**config.mk**
```make
export PLATFORM = sky130hd
export DESIGN_NAME = uedsi_top
export DESIGN_NICKNAME = d
export VERILOG_FILES = /design/src/uedsi_pkg.sv /design/src/uedsi_top.sv
export SDC_FILE = /design/constraint.sdc
export NUM_CORES = 1
export LEC_CHECK = 0
export BUFFER_PORTS_ARGS = -buffer_cell sky130_fd_sc_hd__buf_2
export CORE_MARGIN = 2
export CORE_UTILIZATION = 35
export DETAILED_ROUTE_END_ITERATION = 7
export PLACE_DENSITY = 0.53
export SKIP_CTS_REPAIR_TIMING = 1
export SLEW_MARGIN = 20
export SYNTH_ARGS = -nofsm -noshare
export SYNTH_HDL_FRONTEND = slang
export SYNTH_SLANG_ARGS = --single-unit
export TNS_END_PERCENT = 20
```
**constraint.sdc**
```tcl
create_clock -name clock -period 3.76 [get_ports clock]
set_input_delay 0.188 -clock clock [delete_from_list [all_inputs] [get_ports clock]]
set_output_delay 0.188 -clock clock [all_outputs]
set_load 0.005 [all_outputs]
```
**src/uedsi_pkg.sv**
```systemverilog
// Constants, field layouts and carrier types for the endpoint status and info block.
package uedsi_pkg;

  // ==========================================================================
  // Register byte addresses.
  localparam logic [31:0] IrqMaskAddr   = 32'hfff0606c;
  localparam logic [31:0] FlagClearAddr = 32'hfff06070;
  localparam logic [31:0] FlagsAddr     = 32'hfff06074;
  localparam logic [31:0] PointerAddr   = 32'hfff06078;
  localparam logic [31:0] ByteCountAddr = 32'hfff0607c;
  localparam logic [31:0] DescAddr      = 32'hfff06080;

  // ==========================================================================
  // Field positions and widths.
  localparam int FlagW    = 6;
  localparam int LenW     = 20;
  localparam int HaltBit  = 0;
  localparam int TokenBit = 1;
  localparam int AltBit   = 2;
  localparam int DoneBit  = 3;
  localparam int FaultBit = 4;
  localparam int CfBit    = 5;

  // Writable bits of the descriptor word: type, direction, size, interface, config, number.
  localparam logic [31:0] DescWrMask = 32'h73ff0fff;
  localparam int          AltLsb     = 12;
  localparam logic [31:0] AltMask    = 32'h0000f000;
  localparam int          KindLsb    = 29;
  localparam int          KindW      = 2;
  localparam int          DirBit     = 28;
  localparam int          MpsLsb     = 16;
  localparam int          MpsW       = 10;
  localparam int          IfLsb      = 8;
  localparam int          CfgLsb     = 4;
  localparam int          NumLsb     = 0;
  localparam int          IdW        = 4;

  // ==========================================================================
  // Reset values and transfer kinds.
  localparam logic [31:0] ZeroWord    = 32'h00000000;
  localparam logic [31:0] PointerRst  = 32'h00000000;
  localparam logic [1:0]  KindBulk    = 2'h1;
  localparam logic [1:0]  KindIntr    = 2'h2;
  localparam logic [1:0]  KindIso     = 2'h3;

  // Event strobes from the endpoint engine, one cycle each.
  typedef struct packed {
    logic clearFeature;
    logic busFault;
    logic altSetting;
    logic token;
    logic halt;
  } uedsi_events_t;

  // Descriptor of endpoint C as seen by the engine.
  typedef struct packed {
    logic [1:0] transferKind;
    logic       direction;
    logic [9:0] maxPacket;
    logic [3:0] interfaceNo;
    logic [3:0] configNo;
    logic [3:0] endpointNo;
  } uedsi_desc_t;

endpackage : uedsi_pkg

```
**src/uedsi_top.sv**
```systemverilog
// Register logic for endpoint B status and DMA, and the endpoint C descriptor.
//
// Strobed register access was chosen for this implementation.
module uedsi_top
  import uedsi_pkg::*;
(
  // Clock and reset.
  input  wire logic          clock,
  input  wire logic          arst_n,
  // Register port.
  input  wire logic [31:0]   regAddr,
  input  wire logic [31:0]   regWrData,
  input  wire logic          regWrite,
  input  wire logic          regRead,
  output logic      [31:0]   regRdData,
  // Endpoint events from the engine.
  input  wire uedsi_events_t epEvents,
  // DMA byte progress: bytes moved this cycle.
  input  wire logic          dmaBeat,
  input  wire logic [2:0]    dmaBeatBytes,
  // Alternate setting chosen by the host for endpoint C.
  input  wire logic [3:0]    altSettingIn,
  // Outputs toward the engine.
  output logic      [31:0]   dmaPointer,
  output logic      [LenW-1:0] dmaByteCount,
  output logic               dmaBusy,
  output uedsi_desc_t        epcDesc,
  // Interrupt.
  output logic               epIrq
);

  // ==========================================================================
  // Storage.
  logic [FlagW-1:0] flags_q;
  logic [FlagW-1:0] mask_q;
  logic [31:0]      pointer_q;
  logic [LenW-1:0]  count_q;
  logic [LenW-1:0]  moved_q;
  logic             busy_q;
  logic [31:0]      desc_q;
  logic [31:0]      rdData_q;
  logic [FlagW-1:0] setVec;
  logic [FlagW-1:0] clrVec;
  logic             doneEvt;
  logic [LenW-1:0]  movedNext;

  // Address match is shared by every decode.
  function automatic logic hit(input logic [31:0] a, input logic [31:0] r);
    return a == r;
  endfunction : hit

  // ==========================================================================
  // DMA byte counting.
  // byte count done
  assign movedNext = moved_q + LenW'(dmaBeatBytes);
  assign doneEvt   = busy_q && dmaBeat && (movedNext >= count_q);

  // A write to the length register arms a new transfer; zero length never arms.
  always_ff @(posedge clock or negedge arst_n) begin
    if (!arst_n) begin
      busy_q  <= 1'b0;
      moved_q <= '0;
    end else if (regWrite && hit(regAddr, ByteCountAddr)) begin
      busy_q  <= regWrData[LenW-1:0] != '0;
      moved_q <= '0;
    end else if (doneEvt) begin
      busy_q  <= 1'b0;
      moved_q <= movedNext;
    end else if (busy_q && dmaBeat) begin
      moved_q <= movedNext;
    end
  end

  // ==========================================================================
  // Event flags.
  always_comb begin
    setVec = '0;
    setVec[HaltBit]  = epEvents.halt;
    setVec[TokenBit] = epEvents.token;
    setVec[AltBit]   = epEvents.altSetting;
    setVec[DoneBit]  = doneEvt;
    setVec[FaultBit] = epEvents.busFault;
    setVec[CfBit]    = epEvents.clearFeature;
  end

  assign clrVec = (regWrite && hit(regAddr, FlagClearAddr)) ? regWrData[FlagW-1:0] : '0;

  // A read of the flags also clears them; a new event in that cycle still wins.
  always_ff @(posedge clock or negedge arst_n) begin
    if (!arst_n) begin
      flags_q <= '0;
    end else if (regRead && hit(regAddr, FlagsAddr)) begin
      flags_q <= setVec;
    end else begin
      flags_q <= (flags_q & ~clrVec) | setVec;
    end
  end

  // ==========================================================================
  // Writable registers.
  always_ff @(posedge clock or negedge arst_n) begin
    if (!arst_n) begin
      mask_q    <= '0;
      pointer_q <= PointerRst;
      count_q   <= '0;
    end else if (regWrite) begin
      if (hit(regAddr, IrqMaskAddr)) begin
        mask_q <= regWrData[FlagW-1:0];
      end else if (hit(regAddr, PointerAddr)) begin
        pointer_q <= regWrData;
      end else if (hit(regAddr, ByteCountAddr)) begin
        count_q <= regWrData[LenW-1:0];
      end
    end
  end

  // Descriptor: software fields from writes, alternate setting from the host.
  always_ff @(posedge clock or negedge arst_n) begin
    if (!arst_n) begin
      desc_q <= ZeroWord;
    end else begin
      if (regWrite && hit(regAddr, DescAddr)) begin
        desc_q[31:AltLsb+4] <= regWrData[31:AltLsb+4] & DescWrMask[31:AltLsb+4];
        desc_q[AltLsb-1:0]  <= regWrData[AltLsb-1:0];
      end
      desc_q[AltLsb+3:AltLsb] <= altSettingIn;
    end
  end

  // ==========================================================================
  // Read data, one cycle after the strobe; unmapped reads return zero.
  always_ff @(posedge clock or negedge arst_n) begin
    if (!arst_n) begin
      rdData_q <= ZeroWord;
    end else if (regRead) begin
      if (hit(regAddr, FlagsAddr)) begin
        rdData_q <= {{(32-FlagW){1'b0}}, flags_q};
      end else if (hit(regAddr, IrqMaskAddr)) begin
        rdData_q <= {{(32-FlagW){1'b0}}, mask_q};
      end else if (hit(regAddr, PointerAddr)) begin
        rdData_q <= pointer_q;
      end else if (hit(regAddr, ByteCountAddr)) begin
        rdData_q <= {{(32-LenW){1'b0}}, count_q};
      end else if (hit(regAddr, DescAddr)) begin
        rdData_q <= desc_q;
      end else begin
        rdData_q <= ZeroWord;
      end
    end else begin
      rdData_q <= ZeroWord;
    end
  end

  // ==========================================================================
  // Outputs.
  assign regRdData    = rdData_q;
  assign dmaPointer   = pointer_q;
  assign dmaByteCount = count_q;
  assign dmaBusy      = busy_q;
  assign epcDesc.transferKind = desc_q[KindLsb +: KindW];
  assign epcDesc.direction    = desc_q[DirBit];
  assign epcDesc.maxPacket    = desc_q[MpsLsb +: MpsW];
  assign epcDesc.interfaceNo  = desc_q[IfLsb +: IdW];
  assign epcDesc.configNo     = desc_q[CfgLsb +: IdW];
  assign epcDesc.endpointNo   = desc_q[NumLsb +: IdW];
  assign epIrq = |(flags_q & mask_q);

  // ==========================================================================
  // Checks.
  flags_reserved_a: assert property (@(posedge clock) disable iff (!arst_n)
    $past(regRead) && $past(regAddr) == FlagsAddr |-> regRdData[31:FlagW] == '0)
    else $error("Reserved flag bits read nonzero.");
  cf_flag_a: assert property (@(posedge clock) disable iff (!arst_n)
    epEvents.clearFeature |=> flags_q[CfBit])
    else $error("Clear feature flag not set.");
  fault_flag_a: assert property (@(posedge clock) disable iff (!arst_n)
    epEvents.busFault |=> flags_q[FaultBit])
    else $error("Bus fault flag not set.");
  done_flag_a: assert property (@(posedge clock) disable iff (!arst_n)
    doneEvt && !(regWrite && regAddr == ByteCountAddr) |=> flags_q[DoneBit] && !busy_q)
    else $error("Done flag not set.");
  alt_flag_a: assert property (@(posedge clock) disable iff (!arst_n)
    epEvents.altSetting |=> flags_q[AltBit])
    else $error("Alt flag not set.");
  token_flag_a: assert property (@(posedge clock) disable iff (!arst_n)
    epEvents.token |=> flags_q[TokenBit])
    else $error("Token flag not set.");
  halt_flag_a: assert property (@(posedge clock) disable iff (!arst_n)
    epEvents.halt |=> flags_q[HaltBit])
    else $error("Halt flag not set.");
  pointer_write_a: assert property (@(posedge clock) disable iff (!arst_n)
    regWrite && regAddr == PointerAddr |=> dmaPointer == $past(regWrData))
    else $error("Pointer not written.");
  count_write_a: assert property (@(posedge clock) disable iff (!arst_n)
    regWrite && regAddr == ByteCountAddr |=> dmaByteCount == $past(regWrData[LenW-1:0]))
    else $error("Byte count not written.");
  alt_readonly_a: assert property (@(posedge clock) disable iff (!arst_n)
    regWrite && regAddr == DescAddr |=> desc_q[AltLsb +: 4] == $past(altSettingIn))
    else $error("Alt setting not from host.");
  clear_flag_a: assert property (@(posedge clock) disable iff (!arst_n)
    regWrite && regAddr == FlagClearAddr && regWrData[TokenBit] && !epEvents.token
      |=> !flags_q[TokenBit])
    else $error("Flag not cleared.");
  irq_mask_a: assert property (@(posedge clock) disable iff (!arst_n)
    epEvents.halt && mask_q[HaltBit] && !regWrite |=> epIrq)
    else $error("Interrupt disagrees with mask.");

  // ==========================================================================
  // Further checks. These watch holds, read paths and the transfer counter in
  // every cycle, because the bench reaches each of them from one side only.

  rd_idle_a: assert property (
    @(posedge clock) disable iff (!arst_n)
    !regRead |=> regRdData == ZeroWord)
    else $error("Read data not zero outside a read.");

  flags_read_a: assert property (
    @(posedge clock) disable iff (!arst_n)
    regRead && regAddr == FlagsAddr |=> regRdData[FlagW-1:0] == $past(flags_q))
    else $error("Flags read back wrong.");

  read_clears_a: assert property (
    @(posedge clock) disable iff (!arst_n)
    regRead && regAddr == FlagsAddr && epEvents == '0 && !doneEvt |=> flags_q == '0)
    else $error("Flags not cleared by a read.");

  halt_wins_a: assert property (
    @(posedge clock) disable iff (!arst_n)
    regWrite && regAddr == FlagClearAddr && regWrData[HaltBit] && epEvents.halt |=> flags_q[HaltBit])
    else $error("Halt event lost to a clear.");

  token_wins_a: assert property (
    @(posedge clock) disable iff (!arst_n)
    regRead && regAddr == FlagsAddr && epEvents.token |=> flags_q[TokenBit])
    else $error("Token event lost to a read.");

  done_only_a: assert property (
    @(posedge clock) disable iff (!arst_n)
    !doneEvt && !flags_q[DoneBit] |=> !flags_q[DoneBit])
    else $error("Done flag raised without completion.");

  clear_all_a: assert property (
    @(posedge clock) disable iff (!arst_n)
    regWrite && regAddr == FlagClearAddr && epEvents == '0 && !doneEvt
      |=> (flags_q & $past(regWrData[FlagW-1:0])) == '0)
    else $error("Cleared flag still set.");

  clear_reads_a: assert property (
    @(posedge clock) disable iff (!arst_n)
    regRead && regAddr == FlagClearAddr |=> regRdData == ZeroWord)
    else $error("Clear register read nonzero.");

  ptr_hold_a: assert property (
    @(posedge clock) disable iff (!arst_n)
    !(regWrite && regAddr == PointerAddr) |=> $stable(dmaPointer))
    else $error("Pointer changed without a write.");

  ptr_read_a: assert property (
    @(posedge clock) disable iff (!arst_n)
    regRead && regAddr == PointerAddr |=> regRdData == $past(dmaPointer))
    else $error("Pointer read back wrong.");

  count_hold_a: assert property (
    @(posedge clock) disable iff (!arst_n)
    !(regWrite && regAddr == ByteCountAddr) |=> $stable(dmaByteCount))
    else $error("Byte count changed without a write.");

  count_read_a: assert property (
    @(posedge clock) disable iff (!arst_n)
    regRead && regAddr == ByteCountAddr |=> regRdData[31:LenW] == '0 && regRdData[LenW-1:0] == $past(dmaByteCount))
    else $error("Byte count read back wrong.");

  start_busy_a: assert property (
    @(posedge clock) disable iff (!arst_n)
    regWrite && regAddr == ByteCountAddr && regWrData[LenW-1:0] != '0 |=> dmaBusy)
    else $error("Transfer not started.");

  zero_len_a: assert property (
    @(posedge clock) disable iff (!arst_n)
    regWrite && regAddr == ByteCountAddr && regWrData[LenW-1:0] == '0 |=> !dmaBusy)
    else $error("Zero length started a transfer.");

  busy_bound_a: assert property (
    @(posedge clock) disable iff (!arst_n)
    busy_q |-> moved_q < count_q)
    else $error("Transfer still busy after its length.");

  idle_stays_a: assert property (
    @(posedge clock) disable iff (!arst_n)
    !busy_q && !(regWrite && regAddr == ByteCountAddr) |=> !busy_q)
    else $error("Transfer started without a write.");

  mask_write_a: assert property (
    @(posedge clock) disable iff (!arst_n)
    regWrite && regAddr == IrqMaskAddr |=> mask_q == $past(regWrData[FlagW-1:0]))
    else $error("Mask not written.");

  mask_read_a: assert property (
    @(posedge clock) disable iff (!arst_n)
    regRead && regAddr == IrqMaskAddr |=> regRdData[31:FlagW] == '0 && regRdData[FlagW-1:0] == $past(mask_q))
    else $error("Mask read back wrong.");

  desc_reserved_a: assert property (
    @(posedge clock) disable iff (!arst_n)
    (desc_q & ~(DescWrMask | AltMask)) == ZeroWord)
    else $error("Reserved descriptor bits set.");

  kind_write_a: assert property (
    @(posedge clock) disable iff (!arst_n)
    regWrite && regAddr == DescAddr |=> epcDesc.transferKind == $past(regWrData[KindLsb +: KindW]))
    else $error("Transfer kind not written.");

  dir_write_a: assert property (
    @(posedge clock) disable iff (!arst_n)
    regWrite && regAddr == DescAddr |=> epcDesc.direction == $past(regWrData[DirBit]))
    else $error("Direction not written.");

  mps_write_a: assert property (
    @(posedge clock) disable iff (!arst_n)
    regWrite && regAddr == DescAddr |=> epcDesc.maxPacket == $past(regWrData[MpsLsb +: MpsW]))
    else $error("Max packet not written.");

  ids_write_a: assert property (
    @(posedge clock) disable iff (!arst_n)
    regWrite && regAddr == DescAddr |=> epcDesc.endpointNo == $past(regWrData[NumLsb +: IdW])
      && epcDesc.configNo == $past(regWrData[CfgLsb +: IdW]) && epcDesc.interfaceNo == $past(regWrData[IfLsb +: IdW]))
    else $error("Descriptor ids not written.");

  desc_hold_a: assert property (
    @(posedge clock) disable iff (!arst_n)
    !(regWrite && regAddr == DescAddr) |=> $stable(epcDesc))
    else $error("Descriptor changed without a write.");

  desc_read_a: assert property (
    @(posedge clock) disable iff (!arst_n)
    regRead && regAddr == DescAddr |=> regRdData == $past(desc_q))
    else $error("Descriptor read back wrong.");

  alt_read_a: assert property (
    @(posedge clock) disable iff (!arst_n)
    regRead && regAddr == DescAddr |=> regRdData[AltLsb +: 4] == $past(altSettingIn, 2))
    else $error("Alt setting read back wrong.");

endmodule : uedsi_top

```
==> flow_summary.json, run 1 <==
{
  "grt_pass1_vias": 5807,
  "skew_ns": 0.00864,
  "synthArstFlopShare_pct": 100,
  "worstMarginPinSlew_ns": 0.855,
  "cts_buffer_depth": 2,
  "clk_pin_slew_worst_paths_ns": 0.07,
  "routed.top_layer": "met4",
  "synth_top_area_cell": "dfrtp_1",
  "synth_most_common_cell": "dfrtp_1",
  "ant_nets": 0,
  "cts_sinks": 146,
  "area_growth_pct": 25.6,
  "reg2regPathDepth": 12,
  "vias": 5633,
  "antenna_found_initial": 0,
  "crit_cells": 12,
  "grt_pass1_wl_um": 32000,
  "yosysSeqAreaShare_pct": 51.5,
  "portBuffers": 191,
  "synthCells": 646,
  "dieArea_um2": 21400,
  "outcome": "finished clean",
  "crit_path_start_kind": "flip-flop",
  "io_pins": 192,
  "drt_iter0_markers": 295,
  "combPwrFrac_pct": 3.9,
  "worstSetupEndpoint": "dmaBusy",
  "finalCriticalPeriod_ns": 3.28,
  "synthFlopType": "dfrtp_1",
  "slowest_delay_ns": 0.47,
  "synth.top_cells.by_count": "146 x dfrtp_1, 62 x mux2_2, 59 x nor2_1",
  "grt_max_degree": 93,
  "synth_top_area_share_pct": 51.5,
  "start_util_pct": 35.4,
  "post-route-period-util_pct": 87.1,
  "root_buffer": "clkbuf_16",
  "routabilityCongestion": 0.883,
  "cap_violations": 0,
  "wl_um": 20000,
  "worstSetupPathType": "reg2reg",
  "rsz0062_at_grt": "no",
  "slowest_stage": "or3_1",
  "route.met2.wl_um": 9530,
  "synth_seq_cells": 146,
  "wl_met1_um": 9220,
  "rr_startpoint": "moved_q[1]",
  "vias_per_cell": 5.08,
  "synth-warning-count": 0,
  "p_switching_mw": 0.821,
  "route.met3.wl_um": 867,
  "p_int_mw": 2.57,
  "hp-class": "in2reg",
  "clkPwrFrac_pct": 49.7,
  "worst_ep_required_time_ns": 4.05,
  "chipHeight_um": 146,
  "power_frac_seq_pct": 46.4,
  "cp.arrival_ns": 3.57,
  "drt_pre_antenna_iters": 5,
  "synth_edf_count": 0,
  "core_um2": 20000,
  "drc": 0,
  "r2r_slack_ns": 0.48,
  "maxSlewHeadroom_pct": 43.0,
  "wire_per_inst_um": 18.1,
  "leakage_nw": 4.69,
  "hold_viol": 0,
  "setup.worst_path.end_class": "flip-flop",
  "cpLargestDelayFamily": "compound AO/OA/AOI/OAI gates",
  "power.density_nw_per_um2": 380,
  "nNetsFinal": 930,
  "drive_gt1_share_pct": 36.6,
  "cts_tree": "yes",
  "worstSetupStartpoint": "moved_q[1]",
  "path_max_fanout": 5,
  "sw_frac_of_total_pct": 24.2,
  "peakVddDrop_uv": 302,
  "r2r_end": "dmaBusy",
  "h-tree-depth": 4,
  "finalSetupTns_ns": 0,
  "synth_area_um2": 7090,
  "diodes": 0,
  "path_cells": "ha_1, a21o_1, a21oi_1, or3_1, xnor2_1, ha_1, nand2_1, or3_1, o221ai_1, a221oi_1, o31ai_1, a31oi_1",
  "insertion_delay_ns": 0.43,
  "die_x_um": 146,
  "max_freq_ghz": 0.305,
  "whs_ns": 0.00823,
  "row_count": 52,
  "syn_nets": 751,
  "setup_violations": 0,
  "hpwl_um": 14900,
  "numCtsBuffers": 17,
  "critPathBufInv": 0,
  "grt_usage_pct": 19.2,
  "synth_area_per_cell_um2": 11.0,
  "drv_slew": 0,
  "yosysUniqueCellTypes": 52,
  "grt-ovfl-total": 0,
  "synth.area.top_cells": "dfrtp_1 52%, mux2_2 9.8%, ha_1 4.1%"
}
-- cells by family (layout without fill, tap and decap cells) --
family / Yosys count / in the layout / share of synthesized area (%)
and+or+nand+nor: 191 / 191 / 13.2
xor gates and xnor gates: 33 / 33 / 4.08
muxes: 65 / 65 / 10.3
buffers and inverters: 79 / 271 / 5.82
AOI/OAI and AO/OA: 108 / 108 / 10.8
adders and majority gates: 24 / 24 / 4.34
DFF: 146 / 146 / 51.5
-- area by class of cell --
type                    instances  area (µm²)
repair buffers                217        1210
inverters                      22        82.6
multi-input cells             421        3030
clock buffers                  17         425
flip-flops and latches        146        3650
fillers                      1950       11100
well taps                     270         338
clock inverters                15         166
-- power groups by stage --
stage | registers (mW) | logic, mW | clock network [mW]
4_1_cts | 1.57 | 0.123 | 1.72
3_5_place_dp | 1.60 | 0.123 | 0
6_report | 1.57 | 0.132 | 1.68
3_3_place_gp | 1.60 | 0.119 | 0
2_1_floorplan | 1.60 | 0.0192 | 0
5_1_grt | 1.57 | 0.149 | 1.80
-- per-layer routing --
| metal | vias to the layer above | track usage, % |
|---|---|---|
| met2 | 157 | 31.4 |
| li1 | 2640 | - |
| met1 | 2800 | 25.5 |
| met5 | - | 0 |
| met4 | 0 | 6.55 |
| met3 | 36 | 4.09 |
-- flip-flops by register name, summed over array words and instances (netlist names) --
name	cells
dmaPointer	32
flags_q	6
mask_q	6
dmaBusy	1
moved_q	20
desc_q	29
dmaByteCount	20
regRdData	32
-- worst min path at each step --
stage	startpoint	end	slack [ns]	cells past startpoint
after floorplan	arst_n	desc_q[0]	-0.11	0
after global placement	altSettingIn[0]	desc_q[12]	0.30	1
after detailed placement	altSettingIn[3]	desc_q[15]	0.30	1
after CTS	altSettingIn[0]	desc_q[12]	-0.16	1
after global routing	regWrData[22]	desc_q[22]	0.004	2
final	regWrData[20]	desc_q[20]	0.008	2
-- cell usage in the layout (no fill, tap or decap), types with 6 or more instances in the layout --
cell type        n
nand4_1          8
nor2_1          58
ha_1            23
a221oi_1         7
o31ai_1          7
xnor2_1         20
a22o_1          12
buf_4            9
mux2_2          62
dfrtp_1        146
a22oi_1         15
a21oi_1         11
a32oi_1          9
xor2_1          13
nand3_1         12
o21ai_0         23
clkbuf_16       17
o22ai_1          6
buf_2          190
nand2_1         57
nor4_1           6
dlygate4sd3_1   16
and3_1          10
nor3_1           8
inv_1           22
-- per-stage QoR --
step	cell area [µm²]	setup slack (ns)	utilization, %	cells	power [mW]
after detailed placement	8160	0.515	40.7	1060	1.73
after CTS	8750	0.490	43.7	1092	3.42
after global placement	8160	0.585	40.7	1060	1.72
final	8910	0.485	44.5	1108	3.39
after floorplan	7090	0.894	-	646	1.62
after global routing	8910	0.208	44.5	1108	3.52
-- worst register-to-register path, cell delays in order (launching register included) --
cell	delay [ns]
dfrtp_1	0.41
ha_1	0.29
a21o_1	0.10
a21oi_1	0.13
or3_1	0.48
xnor2_1	0.16
ha_1	0.30
nand2_1	0.06
or3_1	0.30
o221ai_1	0.26
a221oi_1	0.14
o31ai_1	0.37
a31oi_1	0.14
Note: power is estimated with default switching activity, not from simulation.
==> run 2, diff against run 1 <==
Settings changed: CORE_MARGIN 2 to unset.
==> flow_summary.json, run 2 (same netlist as run 1, synthesis figures left out) <==
{
  "fillers": 1932,
  "cts_sinks": 146,
  "hpwl_um": 15200,
  "max_freq_ghz": 0.311,
  "worst_ep_required_time_ns": 4.06,
  "io_pins": 192,
  "diodes": 0,
  "setup_violations": 0,
  "rsz0062_at_grt": "no",
  "insertion_delay_ns": 0.42,
  "ant_nets": 0,
  "vias": 5634,
  "r2r_slack_ns": 0.55,
  "routabilityCongestion": 0.863,
  "worstSetupEndpoint": "flags_q[3]",
  "nNetsFinal": 929,
  "rr_startpoint": "moved_q[1]",
  "reg2regPathDepth": 12,
  "power.density_nw_per_um2": 392,
  "maxSlewHeadroom_pct": 43.1,
  "cp.arrival_ns": 3.52,
  "whs_ns": -0.00126,
  "seqCellArea_um2": 3650,
  "path_max_fanout": 5,
  "layout_commonest_cell": "buf_2",
  "h-tree-depth": 4,
  "clk_pin_slew_worst_paths_ns": 0.06,
  "grt_pass1_vias": 5642,
  "crit_path_start_kind": "flip-flop",
  "hp-class": "in2reg",
  "vias_per_cell": 5.11,
  "leakage_nw": 4.70,
  "grt_pass1_wl_um": 31600,
  "hold_viol": 1,
  "skew_ns": 0.00601,
  "cts_buffer_depth": 2,
  "root_buffer": "clkbuf_16",
  "area_growth_pct": 25.7,
  "start_util_pct": 36.1,
  "setup.worst_path.end_class": "flip-flop",
  "drive_gt1_share_pct": 37.0,
  "wl_um": 20500,
  "violations": "negative hold slack",
  "die_x_um": 144,
  "antenna_found_initial": 0,
  "portBuffers": 191,
  "peakVddDrop_uv": 309,
  "core_um2": 19700,
  "row_count": 51,
  "finalCriticalPeriod_ns": 3.21,
  "grt_max_degree": 92,
  "multi_input_area_um2": 3030,
  "drv_slew": 0,
  "chipHeight_um": 144,
  "grt-ovfl-total": 0,
  "worstMarginPinSlew_ns": 0.853,
  "grt_usage_pct": 20.2,
  "outcome": "complete, but fails checks",
  "r2r_end": "flags_q[3]",
  "worstSetupPathType": "reg2reg",
  "hold_depth": 2,
  "fin_total_pwr_mw": 3.50,
  "drt_iter0_markers": 317,
  "drc": 0,
  "final_cell_mix": "190 x buf_2, 146 x dfrtp_1, 62 x mux2_2, 58 x nor2_1, 57 x nand2_1",
  "worstSetupStartpoint": "moved_q[1]",
  "cts_tree": "yes",
  "drt_pre_antenna_iters": 4,
  "wire_per_inst_um": 18.6,
  "numCtsBuffers": 17,
  "finalSetupTns_ns": 0,
  "post-route-period-util_pct": 85.5,
  "dieArea_um2": 20800,
  "cap_violations": 0
}
## run 2: final cells by class
| class | count | share of cell area, % |
|---|---|---|
| Multi-Input combinational cell | 421 | 34.0 |
| Clock inverter | 11 | 1.68 |
| Tap cell | 265 | 3.72 |
| Inverter | 22 | 0.927 |
| Sequential cell | 146 | 41.0 |
| Timing Repair Buffer | 216 | 13.2 |
| Clock buffer | 21 | 5.39 |
## run 2: where the power goes
group / internal (mW) / total, mW / leakage (nW) / switching, mW
logic: 0.0498 / 0.130 / 2.49 / 0.0801
clock network: 1.12 / 1.79 / 0.306 / 0.675
registers: 1.57 / 1.57 / 1.91 / 0.000588
## run 2: worst max-delay path, cell delays in order (launching register included)
cell      delay [ns]
dfrtp_1         0.42
ha_1            0.29
a21o_1          0.10
a21oi_1         0.13
or3_1           0.47
nor2_1          0.15
xor2_1          0.19
ha_1            0.27
a21o_1          0.18
a21o_1          0.17
a221oi_1        0.35
o31ai_1         0.15
a32o_1          0.22
## run 2: worst min path at each step
stage | start | end | slack [ns]
after floorplan | arst_n | desc_q[0] | -0.11
after global placement | altSettingIn[2] | desc_q[14] | 0.30
after detailed placement | altSettingIn[3] | desc_q[15] | 0.30
after CTS | altSettingIn[0] | desc_q[12] | -0.15
after global routing | regWrData[31] | dmaPointer[31] | 0.007
final | regWrData[31] | dmaPointer[31] | -0.001
## run 2: per-stage QoR
step	instance area, µm²	worst slack, ns	cells	hold slack [ns]	utilization, %
2_1_floorplan	7090	0.894	646	-0.108	-
3_3_place_gp	8160	0.648	1058	0.299	41.5
3_5_place_dp	8160	0.575	1058	0.298	41.5
4_1_cts	8790	0.546	1090	-0.149	44.7
5_1_grt	8910	0.357	1102	0.00699	45.3
6_report	8910	0.546	1102	-0.00126	45.3
## run 2: per-layer routing
metal,part of all wire [%],GRT usage [%],routed length (µm)
met3,4.9,3.87,1020
met2,48,33.3,9780
met5,0,0,0
met4,1.6,6.59,334
met1,46,26.7,9410
==> run 3, diff against run 2 <==
Settings changed: PLACE_DENSITY 0.53 to unset.
==> flow_summary.json, run 3 (same netlist as run 1, synthesis figures left out) <==
{
  "hold-path-endpoint": "dmaPointer[27]",
  "grt_pass1_vias": 5406,
  "drv_slew": 0,
  "hold_depth": 2,
  "hpwl_um": 14300,
  "crit_path_start_kind": "flip-flop",
  "leakage_nw": 4.71,
  "fillers": 1892,
  "insertion_delay_ns": 0.42,
  "dieArea_um2": 20800,
  "cp.arrival_ns": 3.52,
  "drive_gt1_share_pct": 36.7,
  "post-route-period-util_pct": 85.9,
  "clk_pin_slew_worst_paths_ns": 0.06,
  "worstMarginPinSlew_ns": 0.936,
  "area_growth_pct": 26.0,
  "finalCriticalPeriod_ns": 3.23,
  "rsz0062_at_grt": "no",
  "grt_usage_pct": 19.6,
  "finalSetupTns_ns": 0,
  "antenna_found_initial": 0,
  "maxSlewHeadroom_pct": 37.6,
  "final_cells": 1101,
  "worstSetupPathType": "reg2reg",
  "chipHeight_um": 144,
  "hp-start": "regWrData[27]",
  "ant_nets": 0,
  "grt_max_degree": 104,
  "setup_violations": 0,
  "drt_pre_antenna_iters": 5,
  "dp.cells": 1055,
  "cts_buffer_depth": 2,
  "peakVddDrop_uv": 286,
  "row_count": 51,
  "vias": 5584,
  "nNetsFinal": 928,
  "drt_iter0_markers": 336,
  "p_int_mw": 2.81,
  "slowest_stage": "or3_1",
  "power.density_nw_per_um2": 401,
  "drc": 0,
  "clkPwrFrac_pct": 52.5,
  "combPwrFrac_pct": 3.6,
  "root_buffer": "clkbuf_16",
  "grt-ovfl-total": 0,
  "hold_viol": 0,
  "portBuffers": 191,
  "power_frac_seq_pct": 43.9,
  "hp-class": "in2reg",
  "io_pins": 192,
  "wire_per_inst_um": 17.8,
  "start_util_pct": 36.1,
  "grt_pass1_wl_um": 30500,
  "cts_tree": "yes",
  "h-tree-depth": 4,
  "sw_frac_of_total_pct": 21.6,
  "worst_ep_required_time_ns": 4.05,
  "max_freq_ghz": 0.310,
  "setup.worst_path.end_class": "flip-flop",
  "outcome": "finished clean",
  "core_um2": 19700,
  "cts_sinks": 146,
  "rr_startpoint": "moved_q[1]",
  "diodes": 0,
  "wl_um": 19600,
  "vias_per_cell": 5.07,
  "r2r_end": "dmaBusy",
  "path_cells": "ha_1, a21o_1, a21oi_1, or3_1, xnor2_1, ha_1, nand2_1, or3_1, o221ai_1, a221oi_1, o31ai_1, a31oi_1",
  "reg2regPathDepth": 12,
  "routabilityCongestion": 0.826,
  "slowest_delay_ns": 0.47,
  "final_cell_mix": "190 x buf_2, 146 x dfrtp_1, 62 x mux2_2, 58 x nor2_1, 57 x nand2_1",
  "layout_commonest_cell": "buf_2",
  "die_x_um": 144,
  "path_max_fanout": 5,
  "r2r_slack_ns": 0.53,
  "p_switching_mw": 0.775,
  "skew_ns": 0.00869,
  "numCtsBuffers": 17,
  "cap_violations": 0
}
## run 3: critical path: cells and delay by family, from the launching register on
kind            cells  cell delay, ns
compound gates      6            1.11
fa+ha+maj           2            0.59
simple gates        3            0.85
xor+xnor            1            0.15
flops               1            0.41
## run 3: final cells by class
type	count	area [µm²]	share of cell area, %
multi-input cells	421	3030	34.0
repair buffers	215	1180	13.2
clock buffers	17	425	4.76
flip-flops and latches	146	3650	40.9
well taps	265	332	3.71
clock inverters	15	229	2.56
inverters	22	82.6	0.924
## run 3: layer usage
| layer | global-route usage (%) | up-vias | part of all wire (%) |
|---|---|---|---|
| met5 | 0 | - | 0 |
| met4 | 5.87 | 0 | 0.99 |
| met3 | 4.37 | 17 | 5.5 |
| met2 | 31.9 | 167 | 48 |
| met1 | 25.8 | 2763 | 45 |
| li1 | - | 2637 | - |
## run 3: worst max-delay path by stage
stage                  to  slack [ns]        from  cells after the start
3_3_place_gp      dmaBusy        0.62  moved_q[1]                     12
4_1_cts           dmaBusy        0.52  moved_q[1]                     12
5_1_grt           dmaBusy        0.32  moved_q[1]                     12
2_1_floorplan  flags_q[3]        0.89  moved_q[1]                     12
6_report          dmaBusy        0.53  moved_q[1]                     12
3_5_place_dp      dmaBusy        0.53  moved_q[1]                     12
## run 3: stage by stage
step	hold slack, ns	cell area [µm²]	power [mW]	worst slack (ns)	utilization, %
floorplan	-0.108	7090	1.62	0.894	-
global placement	0.297	8140	1.72	0.623	41.4
detailed placement	0.298	8140	1.72	0.531	41.4
CTS	-0.148	8790	3.61	0.517	44.7
global route	0.000767	8930	3.71	0.318	45.5
finish	0.0180	8930	3.59	0.530	45.5
## run 3: power groups by stage
stage	Combinational (mW)	Sequential, mW	Clock [mW]
6_report	0.130	1.57	1.88
5_1_grt	0.147	1.57	1.99
4_1_cts	0.121	1.57	1.92
3_5_place_dp	0.121	1.60	0
3_3_place_gp	0.120	1.60	0
2_1_floorplan	0.0192	1.60	0
